**src/inc/dpc_defines.svh**
```systemverilog
// Register indices, field positions, reset values and timing counts of the pin controller.
`ifndef DPC_DEFINES_SVH
`define DPC_DEFINES_SVH

`define DPC_ADDR_W        5
`define DPC_DATA_W        16
`define DPC_SUB_BIT       4

`define DPC_IDX_GPIO      4'h0
`define DPC_IDX_PROCESSOR_MODE_STATUS      4'h1
`define DPC_IDX_FLAG      4'h2
`define DPC_IDX_IEN       4'h3
`define DPC_IDX_IST       4'h4
`define DPC_IDX_ICLR      4'h5
`define DPC_IDX_GMASK     4'h6
`define DPC_IDX_PINS      4'h7

`define DPC_GPIO_DIR_LSB  4
`define DPC_GPIO_TSEL_BIT 8
`define DPC_PROCESSOR_MODE_STATUS_MP_BIT   0
`define DPC_FLAG_SET_BIT  0
`define DPC_FLAG_CLR_BIT  1
`define DPC_GMASK_BIT     0
`define DPC_PINS_PPS_BIT  0
`define DPC_PINS_BRC_BIT  1
`define DPC_PINS_ROM_BIT  2
`define DPC_PINS_OFF_BIT  3

`define DPC_IRQ_NMI       0
`define DPC_IRQ_INT0      1
`define DPC_IRQ_INT1      2

`define DPC_GPIO_ROM_ENABLE_STRAP    0
`define DPC_GPIO_BRC      2
`define DPC_GPIO_MUX      3

`define DPC_RESET_VEC     16'hFF80
`define DPC_DIR_RST       4'h0
`define DPC_GMASK_RST     1'b1
`define DPC_SYNC_INIT     18'h20F0F
`define DPC_BOOT_DONE     2'h3

`endif

```
**src/inc/dpc_pkg.sv**
```systemverilog
// Types shared by the pin controller, its checker and its bench.
`default_nettype none
package dpc_pkg;
`include "dpc_defines.svh"

	typedef struct packed {
		logic                   wr;
		logic                   rd;
		logic [`DPC_ADDR_W-1:0] addr;
		logic [`DPC_DATA_W-1:0] wdata;
	} dpc_bus_req_t;

	typedef struct packed {
		logic [3:0] gpio;
		logic       rst_n;
		logic       int1_n;
		logic       int0_n;
		logic       nmi_n;
	} dpc_sub_pins_t;

	typedef struct packed {
		logic                off_n;
		logic                ppsel;
		dpc_sub_pins_t [1:0] sub;
	} dpc_pins_t;

	typedef struct packed {
		logic [3:0] gpio_dout;
		logic [3:0] dir;
		logic       tsel;
		logic       mp;
		logic       flag;
		logic [2:0] ien;
		logic [2:0] ist;
		logic       gmask;
		logic       rom_en;
		logic [2:0] irq_prev_n;
		logic       rst_prev_n;
		logic       fetch_go;
		logic       nmi_go;
	} dpc_sub_t;

	typedef struct packed {
		dpc_sub_t [1:0]         sub;
		logic [1:0]             boot;
		logic [`DPC_DATA_W-1:0] rdata;
	} dpc_state_t;

endpackage : dpc_pkg
`default_nettype wire

```
**src/rtl/dpc_sync.sv**
```systemverilog
// Three-stage pin synchroniser that accepts a change once stages two and three agree.
`timescale 1ns/1ps
`default_nettype none
module dpc_sync
	import dpc_pkg::*;
#(
	parameter int unsigned W    = 1,
	parameter logic [W-1:0] INIT = '0
) (
	// Clock and reset
	input  wire logic         sys_clk,
	input  wire logic         rst_n,
	// Pins and filtered levels
	input  wire logic [W-1:0] pin_d,
	output logic      [W-1:0] pin_q
);

	typedef struct packed {
		logic [W-1:0] ff1;
		logic [W-1:0] ff2;
		logic [W-1:0] ff3;
		logic [W-1:0] q;
	} dpc_sync_st_t;

	dpc_sync_st_t s_r;
	dpc_sync_st_t s_nxt;

	// The first stage feeds only the second; a bit moves on once two and three match.
	always_comb begin
		s_nxt     = s_r;
		s_nxt.ff1 = pin_d;
		s_nxt.ff2 = s_r.ff1;
		s_nxt.ff3 = s_r.ff2;
		s_nxt.q   = (s_r.ff2 & ~(s_r.ff2 ^ s_r.ff3)) | (s_r.q & (s_r.ff2 ^ s_r.ff3));
	end

	always_ff @(posedge sys_clk) begin
		if (!rst_n) begin
			s_r <= {INIT, INIT, INIT, INIT};
		end else begin
			s_r <= s_nxt;
		end
	end

	assign pin_q = s_r.q;

endmodule : dpc_sync
`default_nettype wire

```
**src/rtl/dpc_pin_ctrl.sv**
```systemverilog
// Pin control for two processor subsystems: straps, reset, interrupts, flag and GPIO.
`timescale 1ns/1ps
`default_nettype none
`include "dpc_defines.svh"
// Contract
// - NMI ignores global mask and mask register, and raises a trap.
// - Reset pin halts and reinitialises; on release fetching starts at FF80.
// - Strap low selects host-port mode, high selects external-memory mode.
// - During reset the strap level seeds the microprocessor mode bit.
// - Software flag is an output-only latched bit, set bit-wise by software.
// - Flag pins float while the global output-disable input is low.
// - With the strap high, ROM-enable straps decide on-chip ROM after reset.
// - An output GPIO drives the level last written to its register bit.
// - Reading the GPIO register returns the states of input pins.
// - Each GPIO direction comes from its bit of the direction field.
// - GPIO2 as input is the branch-condition input.
// - Without branch use, GPIO2 is an ordinary readable input.
// - Host-port mode with host mux select 0 lets GPIO3 follow the register.
// - Timer-output select 1 drives the timer output on GPIO3.
// - Timer-output select 0 makes GPIO3 an ordinary GPIO.
// - Strap high makes GPIO3 the I/O-space strobe during I/O accesses.
// - INT0 is gated by mask register and global mask; INT1 is polled and cleared.
module dpc_pin_ctrl
	import dpc_pkg::*;
(
	// Clock and reset
	input  wire logic                   sys_clk,
	input  wire logic                   rst_n,
	// Register port
	input  wire dpc_bus_req_t           bus_req,
	output logic      [`DPC_DATA_W-1:0] bus_rdata,
	// Board straps and global pins
	input  wire logic                   parallel_port_select,
	input  wire logic                   off_n,
	// Per-subsystem board pins, index 0 is A and 1 is B
	input  wire logic [1:0]             nmi_n,
	input  wire logic [1:0]             int0_n,
	input  wire logic [1:0]             int1_n,
	input  wire logic [1:0]             reset_pin_n,
	input  wire logic [1:0][3:0]        gpio_in,
	output logic      [1:0][3:0]        gpio_out,
	output logic      [1:0][3:0]        gpio_oe,
	output logic      [1:0]             software_flag_out,
	output logic      [1:0]             software_flag_oe,
	// Per-subsystem core side
	input  wire logic [1:0]             host_mux_select,
	input  wire logic [1:0]             timer_out,
	input  wire logic [1:0]             io_access,
	output logic      [1:0]             core_reset_n,
	output logic      [1:0]             fetch_start,
	output logic      [`DPC_DATA_W-1:0] fetch_addr,
	output logic      [1:0]             branch_condition_input,
	output logic      [1:0]             irq,
	output logic      [1:0]             nmi_trap,
	output logic      [1:0]             microprocessor_mode_bit,
	output logic      [1:0]             rom_enabled,
	// Port mode
	output logic                        host_port_mode,
	output logic                        external_memory_mode
);

	////////////////////////////////////////////////////////////////////////////////

	dpc_state_t s_r;
	dpc_state_t s_nxt;
	logic [17:0] sync_q;
	dpc_pins_t   py;

	function automatic logic reg_hit(
		input logic [`DPC_ADDR_W-1:0] a,
		input logic                   sub,
		input logic [3:0]             idx
	);
		return (a[`DPC_SUB_BIT] == sub) && (a[3:0] == idx);
	endfunction : reg_hit

	////////////////////////////////////////////////////////////////////////////////

	// Reset image of one subsystem; the straps are reloaded on every cycle of the hold.
	function automatic dpc_sub_t sub_reinit(
		input dpc_sub_t cur,
		input logic     strap,
		input logic     rom_pin
	);
		dpc_sub_t v;
		v           = cur;
		v.gpio_dout = '0;
		v.dir       = `DPC_DIR_RST;
		v.tsel      = 1'b0;
		v.flag      = 1'b0;
		v.ien       = '0;
		v.ist       = '0;
		v.gmask     = `DPC_GMASK_RST;
		v.mp        = strap;
		v.rom_en    = strap & rom_pin;
		return v;
	endfunction : sub_reinit

	// Applies one register write to a running subsystem; the clear register is handled apart.
	function automatic dpc_sub_t sub_write(
		input dpc_sub_t               cur,
		input logic [3:0]             idx,
		input logic [`DPC_DATA_W-1:0] wd
	);
		dpc_sub_t v;
		v = cur;
		unique case (idx)
			`DPC_IDX_GPIO: begin
				v.gpio_dout = wd[3:0];
				v.dir       = wd[`DPC_GPIO_DIR_LSB +: 4];
				v.tsel      = wd[`DPC_GPIO_TSEL_BIT];
			end
			`DPC_IDX_PROCESSOR_MODE_STATUS: begin
				v.mp = wd[`DPC_PROCESSOR_MODE_STATUS_MP_BIT];
			end
			`DPC_IDX_FLAG: begin
				if (wd[`DPC_FLAG_SET_BIT]) begin
					v.flag = 1'b1;
				end else if (wd[`DPC_FLAG_CLR_BIT]) begin
					v.flag = 1'b0;
				end
			end
			`DPC_IDX_IEN: begin
				v.ien = wd[2:0];
			end
			`DPC_IDX_GMASK: begin
				v.gmask = wd[`DPC_GMASK_BIT];
			end
			default: begin
				v = cur;
			end
		endcase
		return v;
	endfunction : sub_write

	// GPIO3 priority: I/O strobe in memory mode, then timer, then register, else released.
	// Returns level and enable; the mux inputs pass straight through to the pin.
	function automatic logic [1:0] gpio3_drive(
		input logic strap,
		input logic out_on,
		input logic tsel,
		input logic hmux,
		input logic tmr,
		input logic ioa,
		input logic dout,
		input logic dir
	);
		logic [1:0] d;
		d = 2'h0;
		if (strap) begin
			// I/O strobe
			// The strobe floats with the other memory-control pins while outputs are off.
			d = {!ioa, out_on};
		end else if (tsel) begin
			d = {tmr, 1'b1};
		end else if (!hmux) begin
			d = {dout, dir};
		end
		return d;
	endfunction : gpio3_drive

	// plain input read
	// One register word of a subsystem; unmapped indices and the clear register read zero.
	function automatic logic [`DPC_DATA_W-1:0] read_word(
		input dpc_sub_t   st,
		input logic [3:0] idx,
		input logic [3:0] pins,
		input logic       strap,
		input logic       brc,
		input logic       off
	);
		logic [`DPC_DATA_W-1:0] w;
		w = '0;
		unique case (idx)
			`DPC_IDX_GPIO: begin
				// Output pins read their latched data, input pins their synchronised level.
				w[3:0]                    = (st.dir & st.gpio_dout) | (~st.dir & pins);
				w[`DPC_GPIO_DIR_LSB +: 4] = st.dir;
				w[`DPC_GPIO_TSEL_BIT]     = st.tsel;
			end
			`DPC_IDX_PROCESSOR_MODE_STATUS: begin
				w[`DPC_PROCESSOR_MODE_STATUS_MP_BIT] = st.mp;
			end
			`DPC_IDX_FLAG: begin
				w[`DPC_FLAG_SET_BIT] = st.flag;
			end
			`DPC_IDX_IEN: begin
				w[2:0] = st.ien;
			end
			`DPC_IDX_IST: begin
				w[2:0] = st.ist;
			end
			`DPC_IDX_GMASK: begin
				w[`DPC_GMASK_BIT] = st.gmask;
			end
			`DPC_IDX_PINS: begin
				// The branch condition reads zero while GPIO2 is an output.
				w[`DPC_PINS_PPS_BIT] = strap;
				w[`DPC_PINS_BRC_BIT] = brc;
				w[`DPC_PINS_ROM_BIT] = st.rom_en;
				w[`DPC_PINS_OFF_BIT] = off;
			end
			default: begin
				w = '0;
			end
		endcase
		return w;
	endfunction : read_word

	// Every board pin is asynchronous, including both straps.
	dpc_sync #(
		.W    (18),
		.INIT (`DPC_SYNC_INIT)
	) u_sync (
		.sys_clk (sys_clk),
		.rst_n   (rst_n),
		.pin_d   ({off_n, parallel_port_select,
			gpio_in[1], reset_pin_n[1], int1_n[1], int0_n[1], nmi_n[1],
			gpio_in[0], reset_pin_n[0], int1_n[0], int0_n[0], nmi_n[0]}),
		.pin_q   (sync_q)
	);

	assign py = dpc_pins_t'(sync_q);

	////////////////////////////////////////////////////////////////////////////////

	always_comb begin
		logic [2:0]             cur_n;
		logic [2:0]             ev;
		logic [2:0]             clr;
		logic                   in_rst;
		logic                   sub;
		logic [`DPC_DATA_W-1:0] wd;
		cur_n   = '0;
		ev      = '0;
		clr     = '0;
		in_rst  = 1'b0;
		sub     = 1'b0;
		wd      = bus_req.wdata;
		s_nxt       = s_r;
		s_nxt.rdata = '0;
		// Sub resets hold for three cycles after system reset; the synchronised pins settle one cycle later.
		if (s_r.boot != `DPC_BOOT_DONE) begin
			s_nxt.boot = s_r.boot + 2'h1;
		end
		for (int i = 0; i < 2; i++) begin
			sub    = i[0];
			// Clear strobes are per subsystem; one copy must never clear the other.
			clr    = '0;
			cur_n  = {py.sub[i].int1_n, py.sub[i].int0_n, py.sub[i].nmi_n};
			in_rst = !py.sub[i].rst_n || (s_r.boot != `DPC_BOOT_DONE);
			ev     = s_r.sub[i].irq_prev_n & ~cur_n & {3{!in_rst}};
			s_nxt.sub[i].irq_prev_n = cur_n;
			s_nxt.sub[i].rst_prev_n = !in_rst;
			s_nxt.sub[i].fetch_go = !in_rst && !s_r.sub[i].rst_prev_n;
			s_nxt.sub[i].nmi_go = ev[`DPC_IRQ_NMI];
			if (in_rst) begin
				// A held subsystem reloads its reset image and drops pin edges.
				s_nxt.sub[i] = sub_reinit(s_nxt.sub[i], py.ppsel,
					py.sub[i].gpio[`DPC_GPIO_ROM_ENABLE_STRAP]);
			end else begin
				// Writes reach only the subsystem that the address names.
				if (bus_req.wr && (bus_req.addr[`DPC_SUB_BIT] == sub)) begin
					s_nxt.sub[i] = sub_write(s_nxt.sub[i], bus_req.addr[3:0], wd);
				end
				if (bus_req.wr && reg_hit(bus_req.addr, sub, `DPC_IDX_ICLR)) begin
					clr = wd[2:0];
				end
				s_nxt.sub[i].ist = (s_r.sub[i].ist & ~clr) | ev;
			end
			// Read data is zero unless this cycle reads; the port never stalls.
			if (bus_req.rd && (bus_req.addr[`DPC_SUB_BIT] == sub)) begin
				s_nxt.rdata = read_word(s_r.sub[i], bus_req.addr[3:0], py.sub[i].gpio,
					py.ppsel, branch_condition_input[i], py.off_n);
			end
		end
	end

	always_ff @(posedge sys_clk) begin
		if (!rst_n) begin
			s_r <= '0;
		end else begin
			s_r <= s_nxt;
		end
	end

	////////////////////////////////////////////////////////////////////////////////

	assign bus_rdata  = s_r.rdata;
	assign fetch_addr = `DPC_RESET_VEC;

	assign host_port_mode       = !py.ppsel;
	assign external_memory_mode = py.ppsel;

	for (genvar g = 0; g < 2; g++) begin : g_sub
		assign core_reset_n[g]            = s_r.sub[g].rst_prev_n;
		assign fetch_start[g]             = s_r.sub[g].fetch_go;
		assign nmi_trap[g]                = s_r.sub[g].nmi_go;
		assign microprocessor_mode_bit[g] = s_r.sub[g].mp;
		assign rom_enabled[g]             = s_r.sub[g].rom_en;
		// INT1 status never reaches irq; software polls and clears it.
		// NMI unmasked
		assign irq[g] = s_r.sub[g].ist[`DPC_IRQ_NMI] |
			(!s_r.sub[g].gmask & s_r.sub[g].ist[`DPC_IRQ_INT0] &
			s_r.sub[g].ien[`DPC_IRQ_INT0]);
		assign branch_condition_input[g] = !s_r.sub[g].dir[`DPC_GPIO_BRC] &
			py.sub[g].gpio[`DPC_GPIO_BRC];
		assign software_flag_out[g] = s_r.sub[g].flag;
		assign software_flag_oe[g]  = py.off_n;
		for (genvar b = 0; b < `DPC_GPIO_MUX; b++) begin : g_bit
			assign gpio_out[g][b] = s_r.sub[g].gpio_dout[b];
			assign gpio_oe[g][b]  = s_r.sub[g].dir[b];
		end
		// GPIO3 shares the pin between strobe, timer and register.
		assign {gpio_out[g][`DPC_GPIO_MUX], gpio_oe[g][`DPC_GPIO_MUX]} = gpio3_drive(py.ppsel,
			py.off_n, s_r.sub[g].tsel, host_mux_select[g], timer_out[g], io_access[g],
			s_r.sub[g].gpio_dout[`DPC_GPIO_MUX], s_r.sub[g].dir[`DPC_GPIO_MUX]);
	end

endmodule : dpc_pin_ctrl
`default_nettype wire

```
**config.mk**
```make
export PLATFORM = sky130hd
export DESIGN_NAME = dpc_pin_ctrl
export DESIGN_NICKNAME = d
export VERILOG_FILES = /design/src/inc/dpc_pkg.sv /design/src/rtl/dpc_sync.sv /design/src/rtl/dpc_pin_ctrl.sv
export VERILOG_INCLUDE_DIRS = /design/src /design/src/inc
export SDC_FILE = /design/constraint.sdc
export NUM_CORES = 1
export LEC_CHECK = 0
export ABC_CLOCK_PERIOD_IN_PS = 1700
export BUFFER_PORTS_ARGS = -buffer_cell sky130_fd_sc_hd__buf_2
export CAP_MARGIN = 20
export CORE_UTILIZATION = 54
export DETAILED_ROUTE_END_ITERATION = 10
export PLACE_DENSITY = 0.79
export SETUP_SLACK_MARGIN = 0.4
export SYNTH_ARGS = -nofsm -noshare
export SYNTH_HDL_FRONTEND = slang
export SYNTH_HIERARCHICAL = 1
export SYNTH_SLANG_ARGS = --single-unit
```
**constraint.sdc**
```tcl
create_clock -name sys_clk -period 1.7 [get_ports sys_clk]
set_input_delay 0.34 -clock sys_clk [delete_from_list [all_inputs] [get_ports sys_clk]]
set_output_delay 0.34 -clock sys_clk [all_outputs]
set_load 0.03 [all_outputs]
```
## After elaboration in Yosys (flattened, before gate mapping)

Index checks and enable logic that the tools add are counted.

- Register bits: 140
- Word-level logic and storage cells: 157
- Output and inout port bits: 68

- Equality and inequality tests: 8
- Bitwise gates (word level): 37
- Multiplexer cells: 32
- Reductions and logical operators: 46
- Add/subtract/negate cells: 1

Operators by type and width:

| kind | count |
|---|---|
| $mux 16 | 4 |
| $and 18x18->18 | 2 |
| $and 3x3->3 | 6 |
| $mux 3 | 6 |
| $mux 9 | 2 |
| $not 18->18 | 1 |
| $or 18x18->18 | 1 |
| $xor 18x18->18 | 1 |
| $and 4x4->4 | 4 |
| $eq 4x3->1 const B | 4 |
| $pmux 2 s4 | 2 |
| $reduce_and 2->1 | 8 |
| $pmux 1 s7 | 2 |
| $reduce_bool 2->1 | 7 |
| $logic_not 1->1 | 13 |
| $mux 2 | 6 |
| $not 3->3 | 4 |
| $logic_and 1x1->1 | 10 |
| $mux 5 | 2 |
| $and 1x1->1 | 8 |
| $eq 4x2->1 const B | 2 |
| $not 4->4 | 2 |
| $or 4x4->4 | 2 |
| $mux 1 | 6 |
| other kinds (11) | 19 |

## Depth between registers and ports, before layout

Gate-level depths: netlist of the first run.

- Depth after elaboration: 9
- Gate-level depth with buffers: 6

## By module

Netlist of the first run, hierarchy kept.

By module, submodules not included:

| module | seq. area each (um^2) | area an instance (um^2) | times used | cells an instance |
|---|---|---|---|---|
| dpc_pin_ctrl | 1,221.2 | 3,180.6 | 1 | 375 |
| dpc_sync | 1,441.4 | 2,258.4 | 1 | 205 |

## Worst setup path after synthesis of the first run

OpenSTA, ideal clock, no wires.

- Path type: register to output
- From: register (tool-made name)
- To: output gpio_out[3] in the netlist's numbering
- Setup slack: 0.045 ns
- Data arrival time: 1.315 ns
- Stages on the path, launching flop included: 5
- Path through: dfxtp_1 > buf_4 > clkbuf_1 > a211oi_1 > a21oi_1

RTL lines:

| item | line | text |
|---|---|---|
| end, declared | dpc_pin_ctrl.sv:41 | `output logic [1:0][3:0] gpio_out,` |

==> impl_summary.log, run 1 <==
INFO  metric globalRouteMet3Util = roughly 4.7%
INFO  metric filler_cell_count = 765
INFO  metric fin_util = a little over two thirds
INFO  metric grt_overflow_total = 0
INFO  metric finalNonFillerCells = between 800 and 900
INFO  metric hold_viol = 0
INFO  metric post-route-cell-area = 0.006920 mm2
INFO  metric rr_worst_depth = 5
INFO  metric synth_area_leaders = dfxtp_1, buf_4, mux2i_1
INFO  metric die-area = approximately 0.010 mm2
INFO  metric clockRootBuffer = clkbuf_8
INFO  metric drcViolationCount = 0
INFO  metric final_net_count = 707
INFO  metric crit_top_cell = nor2_4
INFO  metric die_width = 102.4 um
INFO  metric ys_ff_latch = 133
INFO  metric critical_path.endpoint_type = output port
INFO  metric critical_path.top_delay_family = flip-flops
INFO  metric critical_path.slowest_cell = dfxtp_4
INFO  metric criticalPathCategory = reg2out
INFO  metric groute.usage.overall = around a quarter
INFO  metric cts-htree-levels = 4
INFO  metric global_routing_usage_on_met1 = 29.88%
INFO  metric grt_pass1_vias = 3813
INFO  metric fmaxAchievable = 0.5670 GHz
INFO  metric die_h = 102.4 um
INFO  metric path_cells = clkinvlp_4 > nor2_4 > nor2_4 > buf_6
INFO  metric synth.yosys.seq_area_share = 48.95%
INFO  metric max-cap-violations = 0
INFO  metric power.leakage = 2.815 nW
INFO  metric synthCells = 580
INFO  metric grt_start_max_net_pins = 83
INFO  metric ys_types = 45
INFO  metric startpoint_type = register
INFO  metric crit_arrival = about 1.4 ns
INFO  metric timing.critical_path.to = gpio_oe[3]
INFO  metric dp.cells = 739
INFO  metric synth_top_cell_by_area = dfxtp_1
INFO  metric most_frequent_cell_after_synthesis = dfxtp_1
INFO  metric detailed_place.area = 0.005675 mm2
INFO  metric global_route.peak_usage_layer = met2
INFO  metric insertion_delay = 0.51 ns
INFO  metric tritoncts_buffer_count = 17
INFO  metric critical_path_required = approximately 1.4 ns
INFO  metric min-delay-path-class = in2reg
INFO  metric use_met2 = 40.78%
INFO  metric synth_top_cells_by_count = dfxtp_1, buf_4, nand2_1
INFO  metric gpl.final_weighted_congestion = 0.8712
INFO  metric start_util = 55.65%
INFO  metric cpPeakStageDelay = 0.43 ns
INFO  metric clk_path_buf_depth = 2
INFO  metric insertedDiodeCount = 0
INFO  metric power.total = 7.110 mW
INFO  metric routed_wire_length_per_instance = 15.61 um
INFO  metric dp.final_hpwl = 7.919 mm
INFO  metric period_share = 103.7%
INFO  metric totalWireLength = roughly 13 mm
INFO  metric grt_setup_unrepaired = yes
INFO  metric drt_first_pass_iters = 7
INFO  metric crit_cells = 4
INFO  metric setup_viol_count_final = 4
INFO  metric yosysWarnings = 6
INFO  metric async_set_or_reset_flop_fraction_in_the_synthesized_netlist = 0%
INFO  metric outcome = finished, violations left
INFO  metric antenna_found_initial = 0
INFO  metric worst-r2r-setup-slack = 0.42 ns
INFO  metric routed-via-count = 4101
INFO  metric critical_path_buf_inv_count = 2
INFO  metric clock_sinks = 133
INFO  metric irDropWorstVdd = 0.5998 mV
INFO  metric violations_in_the_final_reports = setup timing
INFO  metric finalCriticalPeriod = 1.764 ns
INFO  metric power.density_cell_area = 1027 mW/mm2
INFO  metric report.final.slew_viol_count = 0
INFO  metric final.setup_skew = 0.009051 ns
INFO  metric synth_enable_flop_cells = 0
INFO  metric setup_tns = -0.1664 ns
INFO  metric cts_tree = built
INFO  metric antenna_violating_nets_post_route = 0
INFO  metric first_pass_grt_wire_length = 18.91 mm
INFO  metric synth_top_cell_area_share = 48.95%
INFO  metric detail_route.vias_per_cell = 5.113
INFO  metric areaGrowthSynthToFinish = 27.24%
INFO  metric ys_dominant_reg_cell = dfxtp_1
INFO  metric drtIter0Drc = 209
INFO  metric rr_endpoint = bus_rdata[2]
INFO  metric cts.reportedPaths.clkPinSlew = 0.06 ns
INFO  metric floorplan.rows = 36
INFO  metric syn-mean-instance-area = roughly 9.4 um2
INFO  metric crit_path_max_fo = 7
INFO  metric layout-drive-gt1-share = between 30% and 40%
INFO  metric ios = 117
INFO  metric total_of_buffers_placed_on_input_and_output_ports = 86
INFO  metric syn-cell-area = 0.005439 mm2
INFO  metric core-area = 0.009774 mm2
INFO  metric fin_ws = -0.06361 ns
-- stage by stage --
stage / hold WS [ns] / setup WS, ns
finish: 0.01973 / -0.06361
detailed placement: 0.3925 / -0.002446
floorplan: 0.3863 / 0.3621
global route: 0.01158 / -0.09497
global placement: 0.3884 / 0.01996
CTS: 0.004309 / -0.06016
-- power breakdown --
part           leakage (nW)  total [mW]  internal [mW]  switching [mW]
Combinational          1.44       0.509          0.200           0.309
Clock                 0.266        3.37           2.05            1.32
Sequential             1.11        3.23           3.19          0.0423
Total                  2.81        7.11           5.44            1.67
-- worst min-delay path by stage --
stage                                 from               end  cells past startpoint
final                             nmi_n[1]  u_sync/s_nxt[44]                      2
after detailed placement  u_sync/s_nxt[44]  u_sync/s_nxt[26]                      1
after global placement    u_sync/s_nxt[46]  u_sync/s_nxt[28]                      1
after global routing              nmi_n[1]  u_sync/s_nxt[44]                      2
after CTS                         nmi_n[1]  u_sync/s_nxt[44]                      2
after floorplan           u_sync/s_nxt[36]  u_sync/s_nxt[18]                      1
-- worst reg2reg max path: stages, from the launching register on --
cell and delay [ns]:
dfxtp_2 0.33, nor2b_4 0.13, buf_6 0.11, a211o_1 0.23
a311oi_2 0.25, a311oi_2 0.09
-- cell type report --
class,instances,area [um2],area share (%)
flip-flops and latches,133,2745,39.67
multi-input cells,358,2255,32.58
repair buffers,138,1160,16.76
inverters,9,37.54,0.5424
well taps,133,166.4,2.405
clock inverters,11,101.3,1.464
clock buffers,20,455.4,6.581
-- cells by family (layout without fill, tap and decap cells) --
group                    after synthesis  after routing  share of synthesized area, %
XOR/XNOR                               1              1                        0.1611
adder cells (fa/ha/maj)                1              1                        0.2300
multiplexers                          29             29                         5.452
AND/OR/NAND/NOR                      199            199                         19.30
buffers and inverters                110            178                         13.43
flip-flops                           133            133                         48.95
other                                  2             23                        0.1381
AO/OA/AOI/OAI                        105            105                         12.33
-- layer usage --
layer | share of wire [%] | wire, um
met5 | 0 | 0
met1 | 42 | 5263
met2 | 50 | 6251
met3 | 5.2 | 655
met4 | 2.8 | 350
-- cell usage in the layout (no fill, tap or decap), drive strengths merged, types with 2 or more instances in the layout --
cell / n
mux2i: 24
a311oi: 5
nand2b: 36
buf: 131
a21boi: 9
clkinvlp: 5
nand2: 47
a211oi: 6
o211ai: 2
and2: 35
a21oi: 44
nor3b: 4
nor3: 2
mux2: 5
a31oi: 4
dfxtp: 133
nand3: 24
clkbuf: 20
conb: 23
o21bai: 2
dlygate4sd3: 7
nor2: 33
nor2b: 7
nand4: 5
o2111ai: 2
clkinv: 4
inv: 10
o21ai: 25
-- what timing repair did --
item | CTS | global route
buffers inserted | 19 | 6
resized for setup | 138 | 23
setup endpoints to repair | 45 | 87
pin swaps | 9 | 6
hold buffers | 7 | 0
endpoints found under the hold margin | 7 | 0
gates cloned | 0 | 0
(Power assumes the default switching activity.)
==> inputs of run 2 (changes only) <==
- ABC_CLOCK_PERIOD_IN_PS: 1700 -> 2200
- CORE_ASPECT_RATIO: unset -> 0.8
- CORE_UTILIZATION: 54 -> 55
- PLACE_DENSITY: 0.79 -> 0.8
- clock period: 1.7 -> 2.2 ns (I/O delays scaled with it)
==> run 2 against run 1 <==
  * The run now ends clean
  * Clock skew fell by 0.0040 ns
  * Sequential share of layout area rose by 4.0 points
  * Register-to-register slack improved by 0.36 ns
  * Via count fell by 4.9%
  * Utilization fell by 7.2 points
  * Combinational power fell by 35%
  * Largest power group unchanged
==> impl_summary.log, run 2 (same netlist as run 1, synthesis figures left out) <==
INFO  metric ios = 117 (unchanged)
INFO  metric worst-r2r-setup-slack = 0.78 ns (was 0.42 ns)
INFO  metric drtIter0Drc = 257 (was 209)
INFO  metric max-cap-violations = 0 (unchanged)
INFO  metric power.share.sequential = 44.0% (was 45.5%)
INFO  metric startpoint_type = register (unchanged)
INFO  metric insertedDiodeCount = 0 (unchanged)
INFO  metric cts.reportedPaths.clkPinSlew = 0.06 ns (about the same)
INFO  metric crit_path_max_fo = 3 (was 7)
INFO  metric power_frac_clock = 50.1% (was 47.4%)
INFO  metric timing.hold.worst_endpoint = u_sync/s_nxt[46] (was u_sync/s_nxt[44])
INFO  metric cts-htree-levels = 4 (unchanged)
INFO  metric fin_util = 63.58% (was 70.80%)
INFO  metric setup_viol_count_final = 0 (was 4)
INFO  metric layout-drive-gt1-share = 24.04% (was 36.77%)
INFO  metric post-place-ws = 0.3702 ns (was -0.002446 ns)
INFO  metric power.density_cell_area = 931.8 mW/mm2 (was 1027 mW/mm2)
INFO  metric grt_overflow_total = 0 (unchanged)
INFO  metric hold_start = int1_n[1] (was nmi_n[1])
INFO  metric drt_first_pass_iters = 4 (was 7)
INFO  metric routed-via-count = 3900 (was 4101)
INFO  metric timing.hold.worst_path_depth = 2 (unchanged)
INFO  metric antenna_found_initial = 0 (unchanged)
INFO  metric criticalPathCategory = reg2out (unchanged)
INFO  metric totalWireLength = 11.02 mm (was 12.52 mm)
INFO  metric min-delay-path-class = in2reg (unchanged)
INFO  metric swShare = 22.13% (was 23.51%)
INFO  metric final_common_cell = dfxtp_1 (unchanged)
INFO  metric final_cell_mix = dfxtp_1, buf_2, nand2_1 (was dfxtp_1, nand2_1, buf_6)
INFO  metric setup_tns = 0 ns (was -0.1664 ns)
INFO  metric multi_input_comb_area = 0.002137 mm2 (was 0.002255 mm2)
INFO  metric groute.usage.overall = 22.56% (was 24.25%)
INFO  metric die_width = 113.2 um (was 102.4 um)
INFO  metric post-route-cell-area = 0.006110 mm2 (was 0.006920 mm2)
INFO  metric detailed_place.area = 0.005475 mm2 (was 0.005675 mm2)
INFO  metric drcViolationCount = 0 (unchanged)
INFO  metric core-area = 0.009609 mm2 (was 0.009774 mm2)
INFO  metric clock_sinks = 133 (unchanged)
INFO  metric final_net_count = 665 (was 707)
INFO  metric grt_pass1_vias = 3530 (was 3813)
INFO  metric max_slew.worst_pin.slew = between 0.6 and 0.7 ns
INFO  metric start_util = 56.60% (was 55.65%)
INFO  metric p_int = 4.433 mW (was 5.438 mW)
INFO  metric grt_start_max_net_pins = 82 (was 83)
INFO  metric cpPeakStageDelay = 0.32 ns (was 0.43 ns)
INFO  metric hold_viol = 0 (unchanged)
INFO  metric tritoncts_buffer_count = 17 (unchanged)
INFO  metric reg_to_reg_critical_path_startpoint = s_r[16]
INFO  metric cts_tree = built (unchanged)
INFO  metric ff_latch_area = 0.002670 mm2 (was 0.002745 mm2)
INFO  metric irDropWorstVdd = 0.6115 mV (was 0.5998 mV)
INFO  metric maxSlewHeadroom = 59.75%
INFO  metric insertion_delay = 0.40 ns (was 0.51 ns)
INFO  metric areaGrowthSynthToFinish = 12.33% (was 27.24%)
INFO  metric final.setup_skew = 0.005068 ns (was 0.009051 ns)
INFO  metric dp.final_hpwl = 7.635 mm (was 7.919 mm)
INFO  metric finalCriticalPeriod = 1.771 ns
INFO  metric path_cells = nor3b_2 > a211oi_1 > a21oi_1 > buf_4 (was clkinvlp_4 > nor2_4 > nor2_4 > buf_6)
INFO  metric die-area = 0.01029 mm2 (was 0.01048 mm2)
INFO  metric rr_worst_depth = 4 (was 5)
INFO  metric gpl.final_weighted_congestion = 0.8853 (was 0.8712)
INFO  metric period_share = between 80% and 90%
INFO  metric critical_path.slowest_cell = dfxtp_1 (was dfxtp_4)
INFO  metric critical_path.top_delay_family = flip-flops (unchanged)
INFO  metric critical_path_buf_inv_count = 1 (was 2)
INFO  metric first_pass_grt_wire_length = 17.79 mm (was 18.91 mm)
INFO  metric power_switching = 1.260 mW (was 1.672 mW)
INFO  metric grt_setup_unrepaired = yes (unchanged)
INFO  metric clk_path_buf_depth = 2 (unchanged)
INFO  metric report.final.slew_viol_count = 0 (unchanged)
INFO  metric fmaxAchievable = 0.5647 GHz
INFO  metric crit_arrival = 1.33 ns (was 1.42 ns)
INFO  metric rr_endpoint = gpio_oe[6] (was bus_rdata[2])
INFO  metric routed_wire_length_per_instance = 14.75 um (was 15.61 um)
INFO  metric antenna_violating_nets_post_route = 0 (unchanged)
INFO  metric fin_ws = 0.4292 ns (was -0.06361 ns)
INFO  metric floorplan.rows = 32 (was 36)
INFO  metric fin_worst_hold_slack = 0.2102 ns (was 0.01973 ns)
INFO  metric critical_path.endpoint_type = output port (unchanged)
INFO  metric total_of_buffers_placed_on_input_and_output_ports = 86 (unchanged)
INFO  metric cts_setup_buffers = 0 (was 19)
INFO  metric critical_path_required = 1.76 ns (was 1.36 ns)
INFO  metric clockRootBuffer = clkbuf_16 (was clkbuf_8)
INFO  metric outcome = finished, final reports clean (was finished, violations left)
INFO  metric detail_route.vias_per_cell = 5.221 (was 5.113)
INFO  metric power.leakage = 2.544 nW (was 2.815 nW)
INFO  metric comb_power_share = 5.8% (was 7.2%)
INFO  metric die_h = 90.95 um (was 102.4 um)
INFO  metric filler_cell_count = 798 (was 765)
-- run 2: changes by cell type in the layout (fill, tap and decap cells not counted), moves of 7 or more --
cell | previous run | this run
buf_2 | 41 | 84
dlygate4sd3_1 | 7 | 0
dfxtp_4 | 10 | 1
dfxtp_2 | 36 | 3
buf_4 | 40 | 12
dfxtp_1 | 87 | 129
buf_6 | 47 | 0
-- run 2: timing repair --
action                     in CTS  in global routing
gates resized for setup         4                  6
setup endpoints to repair       4                  3
pin swaps                       1                  1
hold buffers                    0                  0
-- run 2: worst max path at each step --
stage | to | start | depth (start not counted)
final | gpio_out[3] | s_r[42] | 4
after global routing | gpio_out[3] | s_r[42] | 4
after CTS | gpio_out[3] | s_r[34] | 4
after detailed placement | microprocessor_mode_bit[0] | bus_req[16] | 5
after global placement | bus_rdata[2] | bus_req[16] | 4
after floorplan | gpio_out[3] | register | 4
-- run 2: power groups by stage --
stage | Combinational, mW | Clock, mW | Sequential [mW]
finish | 0.333 | 2.85 | 2.51
global route | 0.366 | 3.03 | 2.51
CTS | 0.332 | 2.91 | 2.51
detailed placement | 0.331 | 0 | 2.56
global placement | 0.325 | 0 | 2.56
floorplan | 0.284 | 0 | 2.55
-- run 2: worst register-to-register path: stages, from the launching register on --
cell     delay, ns
dfxtp_1       0.34
ha_1          0.47
nand3_1       0.14
buf_4         0.24
a21oi_1       0.16
-- run 2: through the flow --
stage                     total power, mW  std cells
after global placement              2.881        715
final                               5.693        747
after detailed placement            2.891        715
after global routing                5.907        747
after floorplan                     2.834        601
after CTS                           5.747        747
-- run 2: area by class of cell --
cell class	count	area share, %
clock buffer	21	7.536
clock inverter	11	2.437
inverter	9	0.5529
multi-input combinational	358	34.98
sequential	133	43.70
tap	119	2.437
timing repair buffer	96	8.356
-- run 2: routing by layer --
layer	up-vias	share of wire (%)	global-route usage, %
met2	143	46	34.66
met5	-	0	0
met3	13	6.3	6.075
met4	0	1.2	8.114
met1	1817	47	30.48
li1	1927	-	-
